===== config.mk =====
export PLATFORM = sky130hd
export DESIGN_NAME = fbk_bank
export DESIGN_NICKNAME = d
export VERILOG_FILES = /design/src/core/fbk_pkg.sv /design/src/core/fbk_edge.sv /design/src/core/fbk_bit.sv /design/src/core/fbk_bank.sv
export SDC_FILE = /design/constraint.sdc
export NUM_CORES = 1
export LEC_CHECK = 0
export ABC_AREA = 0
export BUFFER_PORTS_ARGS = -buffer_cell sky130_fd_sc_hd__buf_2
export CAP_MARGIN = 20
export CORE_MARGIN = 1
export CORE_UTILIZATION = 30
export CTS_CLUSTER_DIAMETER = 30
export DETAILED_ROUTE_END_ITERATION = 7
export GPL_TIMING_DRIVEN = 0
export MAX_ROUTING_LAYER = met4
export PLACE_DENSITY = 0.53
export SYNTH_ARGS = -nofsm -noshare
export SYNTH_HDL_FRONTEND = slang
export SYNTH_SLANG_ARGS = --single-unit
export TNS_END_PERCENT = 5

===== constraint.sdc =====
create_clock -name CLK -period 1.5 [get_ports CLK]
set_input_delay 0.075 -clock CLK [delete_from_list [all_inputs] [get_ports CLK]]
set_output_delay 0.075 -clock CLK [all_outputs]
set_load 0.005 [all_outputs]

===== src/core/fbk_pkg.sv =====
// package: shared types and constants for the flop bank
package fbk_pkg;

	// ----------------------------------------------------------------
	// sizes and reset values
	// ----------------------------------------------------------------
	localparam int FBK_WIDTH = 4;
	localparam logic FBK_TRUE_RST = 1'b0;
	localparam logic FBK_COMP_RST = 1'b1;
	localparam logic FBK_EDGE_RST = 1'b0;
	localparam logic FBK_FLAG_RST = 1'b0;
	localparam logic FBK_CLR_FORCE = 1'b0;
	localparam logic FBK_PRE_FORCE = 1'b1;

	// ----------------------------------------------------------------
	// both-active value settings
	// ----------------------------------------------------------------
	typedef enum logic [2:0] {
		FBK_CPV_NONE,
		FBK_CPV_LOW,
		FBK_CPV_HIGH,
		FBK_CPV_HOLD,
		FBK_CPV_TOGGLE,
		FBK_CPV_UNKNOWN
	} fbk_cpv_e;

	// ----------------------------------------------------------------
	// next-value equation choices
	// ----------------------------------------------------------------
	typedef enum logic {
		FBK_NS_D,
		FBK_NS_JK
	} fbk_ns_e;

endpackage : fbk_pkg


===== src/core/fbk_edge.sv =====
// module: active-edge detector for one cell clock expression
`timescale 1ns/1ns
`default_nettype none

module fbk_edge
	import fbk_pkg::*;
(
	// system
	input wire logic clk,
	input wire logic rst_n,
	// watched clock expression
	input wire logic level,
	input wire logic inv,
	// active edge seen this cycle
	output logic edge_p
);

	typedef struct packed {
		logic prev;
	} fbk_edge_s;

	fbk_edge_s r;
	fbk_edge_s nxt;

	// remember last level so any change is noticed
	always_comb begin
		nxt = r;
		nxt.prev = level;
	end

	always_ff @(posedge clk) begin
		if (!rst_n) begin
			r.prev <= FBK_EDGE_RST;
		end else begin
			r <= nxt;
		end
	end

	// plain expression is rising, inverted expression is falling
	assign edge_p = inv ? (r.prev & ~level) : (~r.prev & level);

endmodule : fbk_edge

`default_nettype wire


===== src/core/fbk_bit.sv =====
// module: one storage bit with true/complement, clear, preset, master-slave
`timescale 1ns/1ns
`default_nettype none

module fbk_bit
	import fbk_pkg::*;
(
	// system
	input wire logic clk,
	input wire logic rst_n,
	// controls shared across the bank
	input wire logic master_slave,
	input wire logic edge_master,
	input wire logic edge_slave,
	input wire logic clr_act,
	input wire logic pre_act,
	input wire fbk_cpv_e cpv_true,
	input wire fbk_cpv_e cpv_comp,
	// per-bit next value
	input wire logic next_val,
	// visible state
	output logic true_q,
	output logic comp_q
);

	typedef struct packed {
		logic master_true_out;
		logic master_comp_out;
		logic true_state;
		logic complement_state;
	} fbk_bit_s;

	fbk_bit_s r;
	fbk_bit_s nxt;

	// both-active setting applied to a current value
	function automatic logic cpv_apply(input fbk_cpv_e v, input logic cur);
		logic res;
		res = cur;
		unique case (v)
			FBK_CPV_LOW: res = 1'b0;
			FBK_CPV_HIGH: res = 1'b1;
			FBK_CPV_HOLD: res = cur;
			FBK_CPV_TOGGLE: res = ~cur;
			FBK_CPV_UNKNOWN: res = 1'b0; // unknown resolves low, flagged above
			FBK_CPV_NONE: res = cur;
			default: res = cur;
		endcase
		return res;
	endfunction : cpv_apply

	// controls override clock edges; both-active takes the settings
	always_comb begin
		nxt = r;
		if (clr_act && pre_act) begin
			if (master_slave) begin
				nxt.master_true_out = cpv_apply(cpv_true, r.master_true_out);
				nxt.master_comp_out = cpv_apply(cpv_comp, r.master_comp_out);
				nxt.true_state = nxt.master_true_out;
				nxt.complement_state = nxt.master_comp_out;
			end else begin
				nxt.true_state = cpv_apply(cpv_true, r.true_state);
				nxt.complement_state = cpv_apply(cpv_comp, r.complement_state);
			end
		end else if (clr_act) begin
			nxt.master_true_out = FBK_CLR_FORCE;
			nxt.master_comp_out = ~FBK_CLR_FORCE;
			nxt.true_state = FBK_CLR_FORCE;
			nxt.complement_state = ~FBK_CLR_FORCE;
		end else if (pre_act) begin
			nxt.master_true_out = FBK_PRE_FORCE;
			nxt.master_comp_out = ~FBK_PRE_FORCE;
			nxt.true_state = FBK_PRE_FORCE;
			nxt.complement_state = ~FBK_PRE_FORCE;
		end else begin
			// slave copies the old master when both edges coincide
			if (master_slave && edge_slave) begin
				nxt.true_state = r.master_true_out;
				nxt.complement_state = r.master_comp_out;
			end
			if (edge_master) begin
				if (master_slave) begin
					nxt.master_true_out = next_val;
					nxt.master_comp_out = ~next_val;
				end else begin
					nxt.true_state = next_val;
					nxt.complement_state = ~next_val;
				end
			end
		end
	end

	always_ff @(posedge clk) begin
		if (!rst_n) begin
			r.master_true_out <= FBK_TRUE_RST;
			r.master_comp_out <= FBK_COMP_RST;
			r.true_state <= FBK_TRUE_RST;
			r.complement_state <= FBK_COMP_RST;
		end else begin
			r <= nxt;
		end
	end

	assign true_q = r.true_state;
	assign comp_q = r.complement_state;

endmodule : fbk_bit

`default_nettype wire


===== src/core/fbk_bank.sv =====
// module: parallel storage group top, bank of identical storage bits
`timescale 1ns/1ns
`default_nettype none

module fbk_bank
	import fbk_pkg::*;
#(
	parameter int WIDTH = FBK_WIDTH
) (
	// system
	input wire logic CLK,
	input wire logic RST_N,
	// configuration
	input wire logic CLR_EN,
	input wire logic CLR_ACT_HIGH,
	input wire logic PRE_EN,
	input wire logic PRE_ACT_HIGH,
	input wire fbk_cpv_e CPV_TRUE,
	input wire fbk_cpv_e CPV_COMP,
	input wire logic MASTER_SLAVE,
	input wire logic CLK_INV,
	input wire logic CLK_ALSO_INV,
	input wire fbk_ns_e NS_MODE,
	input wire logic SYNC_CLR_EN,
	// shared controls
	input wire logic CELL_CLK,
	input wire logic CELL_CLK_ALSO,
	input wire logic CLR_IN,
	input wire logic PRE_IN,
	input wire logic SYNC_CLR,
	// grouped data, one member per bit
	input wire logic [WIDTH-1:0] D,
	input wire logic [WIDTH-1:0] K,
	// visible states
	output logic [WIDTH-1:0] Q,
	output logic [WIDTH-1:0] QN,
	// status
	output logic CFG_ERR,
	output logic UNKNOWN_SEEN
);

	// ----------------------------------------------------------------
	// top-level state
	// ----------------------------------------------------------------
	typedef struct packed {
		logic cfg_err;
		logic unknown_seen;
	} fbk_top_s;

	fbk_top_s r;
	fbk_top_s nxt;

	logic clr_act;
	logic pre_act;
	logic both_act;
	logic edge_m;
	logic edge_s;
	logic edge_s_raw;
	logic cpv_t_set;
	logic cpv_c_set;
	logic cfg_bad;
	logic [WIDTH-1:0] ns_vec;
	logic [WIDTH-1:0] q_true;
	logic [WIDTH-1:0] q_comp;

	// ----------------------------------------------------------------
	// control decode
	// ----------------------------------------------------------------
	// configured active levels; a disabled control never acts
	assign clr_act = CLR_EN && (CLR_IN == CLR_ACT_HIGH);
	assign pre_act = PRE_EN && (PRE_IN == PRE_ACT_HIGH);
	assign both_act = clr_act && pre_act;

	// setting presence and consistency check
	assign cpv_t_set = (CPV_TRUE != FBK_CPV_NONE);
	assign cpv_c_set = (CPV_COMP != FBK_CPV_NONE);
	assign cfg_bad = (CLR_EN && PRE_EN && !cpv_t_set && !cpv_c_set) ||
		((cpv_t_set || cpv_c_set) && !(CLR_EN && PRE_EN));

	// ----------------------------------------------------------------
	// clock edge detection
	// ----------------------------------------------------------------
	// each input is sampled every cycle, so any change is seen
	fbk_edge u_edge_master (
		.clk(CLK),
		.rst_n(RST_N),
		.level(CELL_CLK),
		.inv(CLK_INV),
		.edge_p(edge_m)
	);

	fbk_edge u_edge_slave (
		.clk(CLK),
		.rst_n(RST_N),
		.level(CELL_CLK_ALSO),
		.inv(CLK_ALSO_INV),
		.edge_p(edge_s_raw)
	);

	// second clock ignored in single-stage operation
	assign edge_s = MASTER_SLAVE && edge_s_raw;

	// ----------------------------------------------------------------
	// next-value equation
	// ----------------------------------------------------------------
	// only true state feeds back; complement is never read here
	always_comb begin
		if (NS_MODE == FBK_NS_JK) begin
			ns_vec = (D & ~q_true) | (~K & q_true);
		end else begin
			ns_vec = D;
		end
		if (SYNC_CLR_EN) begin
			ns_vec = ns_vec & {WIDTH{~SYNC_CLR}};
		end
	end

	// ----------------------------------------------------------------
	// the bank
	// ----------------------------------------------------------------
	// identical bits, shared controls fanned out to all
	for (genvar i = 0; i < WIDTH; i++) begin : g_bit
		fbk_bit u_bit (
			.clk(CLK),
			.rst_n(RST_N),
			.master_slave(MASTER_SLAVE),
			.edge_master(edge_m),
			.edge_slave(edge_s),
			.clr_act(clr_act),
			.pre_act(pre_act),
			.cpv_true(CPV_TRUE),
			.cpv_comp(CPV_COMP),
			.next_val(ns_vec[i]),
			.true_q(q_true[i]),
			.comp_q(q_comp[i])
		);
	end

	// outputs straight from per-bit state flops
	assign Q = q_true;
	assign QN = q_comp;

	// ----------------------------------------------------------------
	// status flags
	// ----------------------------------------------------------------
	// unknown setting resolves to low; the flag lets software notice
	always_comb begin
		nxt = r;
		nxt.cfg_err = cfg_bad;
		if (both_act && (CPV_TRUE == FBK_CPV_UNKNOWN ||
			CPV_COMP == FBK_CPV_UNKNOWN)) begin
			nxt.unknown_seen = 1'b1;
		end
	end

	always_ff @(posedge CLK) begin
		if (!RST_N) begin
			r.cfg_err <= FBK_FLAG_RST;
			r.unknown_seen <= FBK_FLAG_RST;
		end else begin
			r <= nxt;
		end
	end

	assign CFG_ERR = r.cfg_err;
	assign UNKNOWN_SEEN = r.unknown_seen;

	logic quiet;
	assign quiet = !clr_act && !pre_act;
endmodule : fbk_bank

`default_nettype wire


==> results by group <==
Run status
  – Status: finished clean

Critical path
  – Worst R2R Path Depth: 4
  – WS Path Type: flop to flop
  – RR Endpoint: g_bit[0].u_bit.comp_q
  – Crit path cell chain: or4b_4 > nand3_4 > o21ai_0 > o32a_1
  – CP max stage delay: approximately 520 ps
  – Startpoint types: flop
  – CP max FO: 4
  – Crit end category: flop
  – FF-to-FF setup slack: between 15 and 20 ps
  – Slowest-stage cell, CP: or4b_4
  – Worst r2r src: u_edge_master.r
  – WP data arrival: ~1600 ps
  – Crit path from: u_edge_master.r
  – Data required, critical path: 1660 ps
  – Critical Path End: g_bit[0].u_bit.comp_q

Yosys
  – Mapped Cells: around 220
  – Seq/Total Area, Yosys: 0.222
  – Ys async rst share: 0
  – Number of synthesized flops with an enable pin: 0
  – Avg Inst Size Synth: ~8 um^2
  – Mapped Nets: 252
  – Synth Flop Type: dfxtp_1
  – Post-Syn Area: ~1800 um^2
  – Yosys reg bits: 20
  – Yosys warns: 0
  – Cell variety after synth: 56

STA
  – Final period utilization: 0.990
  – Worst Skew: about 1.4 ps
  – WHS: 32.6 ps
  – Relative slew slack: 0.617
  – Final worst path period need: around 1500 ps
  – RSZ-0062 raised after global routing: true
  – Final setup fails: 0
  – Slew Limit Fails: 0
  – Worst-Margin Slew: about 570 ps
  – Final worst-path setup slack: about 15 ps
  – Final hold vios: 0
  – Final TNS setup: 0 ps
  – Top achievable clock speed: roughly 670 MHz

CTS
  – H-tree levels: 1
  – Post-CTS Hold Fix Bufs: 0
  – Clock tree sinks: 20
  – CTS tree: yes
  – CTS root buffer: clkbuf_8
  – CTS buffer count: 3
  – Skew-Pair Late Insertion Delay: 260 ps
  – Clock Pin Slew Worst Setup and Hold Paths: 80 ps
  – Maximum root-to-sink buffer count: 2

Floorplan
  – Rows: 27
  – Core footprint: between 5000 and 6000 um^2
  – Ports: 40
  – Total die area: 6330 um^2
  – Initial core utilization: 0.320
  – Die W: around 80 um
  – Die Y: slightly below 80 um

Finish
  – Area Growth Syn to Fin: 22.1%
  – Share of cells above drive strength 1: 0.358
  – Leading cell type in the layout, fill and taps excluded: buf_2
  – ANT cells: 0
  – Fill cells: 595
  – Total Nets Final: ~300
  – Final cell count without fillers: between 300 and 400
  – Commonest non-fill, non-tap cells in the layout: buf_2 (41), o21ai_0 (20), dfxtp_1 (18)

Routing
  – DR vias/cell: 5.53
  – DRC violations left: 0
  – Drt wl/cell: ~16 um
  – Routed Antenna Nets: 0
  – Final wirelength: approximately 5200 um
  – Iteration-0 DRC Markers: 146
  – Via Count: around 1900
  – Drt first pass iters: 4

Power
  – Final Total Pwr: about 1700 uW
  – Leak: ~0.00093 uW
  – Worst VDD drop: about 270 uV
  – Pwr/cell area: about 770 nW/um^2

GRT
  – Largest net degree at the start of global routing: 11
  – Overflow after GRT: 0
  – First-pass GRT wire length: ~8400 um
  – Vias in the first global route: between 1500 and 2000
  – Initial antenna violation count: 0
  – GRT Util Overall: 0.176

Placed design
  – Post-detail-place hpwl: slightly above 4000 um
  – Port bufs: 38
  – Pre-CTS setup slack: -98.6 ps
  – Placed insts: approximately 330
  – Gpl congestion: about 0.84

Job
  – Max-cap check violation count: 0

Min path
  – Min-Delay Path Class: input pin to flop
[synthesized netlist by cell type (2+ instances only)]
library cell	count	share of area
o21ai_0	22	0.061
dfxtp_1	20	0.22
a21oi_1	14	0.039
nand2_1	14	0.029
nor2_1	14	0.029
o22ai_1	12	0.042
nand2b_1	10	0.035
mux2i_1	9	0.050
a211oi_1	8	0.033
buf_4	8	0.033
mux2_2	7	0.044
inv_1	5	0.010
a22oi_1	4	0.017
nor3_1	4	0.011
o221a_2	4	0.025
o221ai_1	4	0.019
xor2_1	4	0.019
a221o_1	3	0.017
and2_1	3	0.010
buf_2	3	0.0083
clkbuf_1	3	0.0062
o21ai_1	3	0.0083
o32a_1	3	0.017
or2b_1	3	0.012
and3b_1	2	0.0097
buf_6	2	0.012
nand2_2	2	0.0069
nand3_1	2	0.0055
nor3b_1	2	0.0083
xnor2_2	2	0.018
[worst max-delay path: cells and delay by family, from the launching register on]
kind	cells	cell delay, ps
AO/OA/AOI/OAI	2	390
AND/OR/NAND/NOR	2	650
flip-flops	1	340
[cells by family after synthesis]
group / share of synthesized area
AO/OA/AOI/OAI: 0.345
AND/OR/NAND/NOR: 0.216
buffers and inverters: 0.0770
flip-flops: 0.222
multiplexers: 0.102
XOR/XNOR: 0.0374
[worst min path at each step]
stage | from | end | slack, ps | cells after the start
after global routing | CELL_CLK_ALSO | u_edge_slave.r | 50 | 2
after floorplan | CELL_CLK | u_edge_master.r | 200 | 1
after CTS | CELL_CLK_ALSO | u_edge_slave.r | 30 | 2
after detailed placement | CELL_CLK_ALSO | u_edge_slave.r | 300 | 2
after global placement | CELL_CLK_ALSO | u_edge_slave.r | 300 | 2
final | CELL_CLK_ALSO | u_edge_slave.r | 30 | 2
[stage by stage]
| step | utilization | area [um^2] |
|---|---|---|
| 2_1_floorplan | - | 1800 |
| 3_3_place_gp | 0.369 | 2080 |
| 3_5_place_dp | 0.369 | 2080 |
| 4_1_cts | 0.385 | 2170 |
| 5_1_grt | 0.390 | 2200 |
| 6_report | 0.390 | 2200 |
[registers in the layout, indices dropped and copies added (netlist names)]
| name | count |
|---|---|
| g_bit.u_bit.r | 8 |
| u_edge_master.r | 1 |
| g_bit.u_bit.comp_q | 4 |
| UNKNOWN_SEEN | 1 |
| g_bit.u_bit.true_q | 4 |
| u_edge_slave.r | 1 |
| CFG_ERR | 1 |
[layout make-up]
class                      instances  area (um^2)  share of cell area
sequential                        20          403               0.183
multi-input combinational        179         1310               0.595
tap                               72         90.1              0.0409
clock buffer                       3         41.3              0.0188
buffer                            17          116              0.0528
inverter                           6         22.5              0.0102
timing repair buffer              40          218              0.0989
[power by group]
| group | switching (uW) | internal [uW] |
|---|---|---|
| Clock | 195 | 180 |
| Sequential | 88.0 | 593 |
| Combinational | 320 | 320 |
[timing repair]
action / in CTS / in global routing
pin swaps: 2 / 2
setup endpoints to repair: 16 / 9
gates resized for setup: 7 / 8
buffers inserted: 1 / 1
[metal layers]
metal	share of wire	wire [um]	global-route usage	vias up
met5	0	0	-	-
met4	0.023	119	0.0691	0
met3	0.068	356	0.0194	9
met2	0.42	2170	0.254	67
met1	0.49	2580	0.249	856
li1	-	-	-	931
No activity file was read; power rests on OpenSTA's default activity.
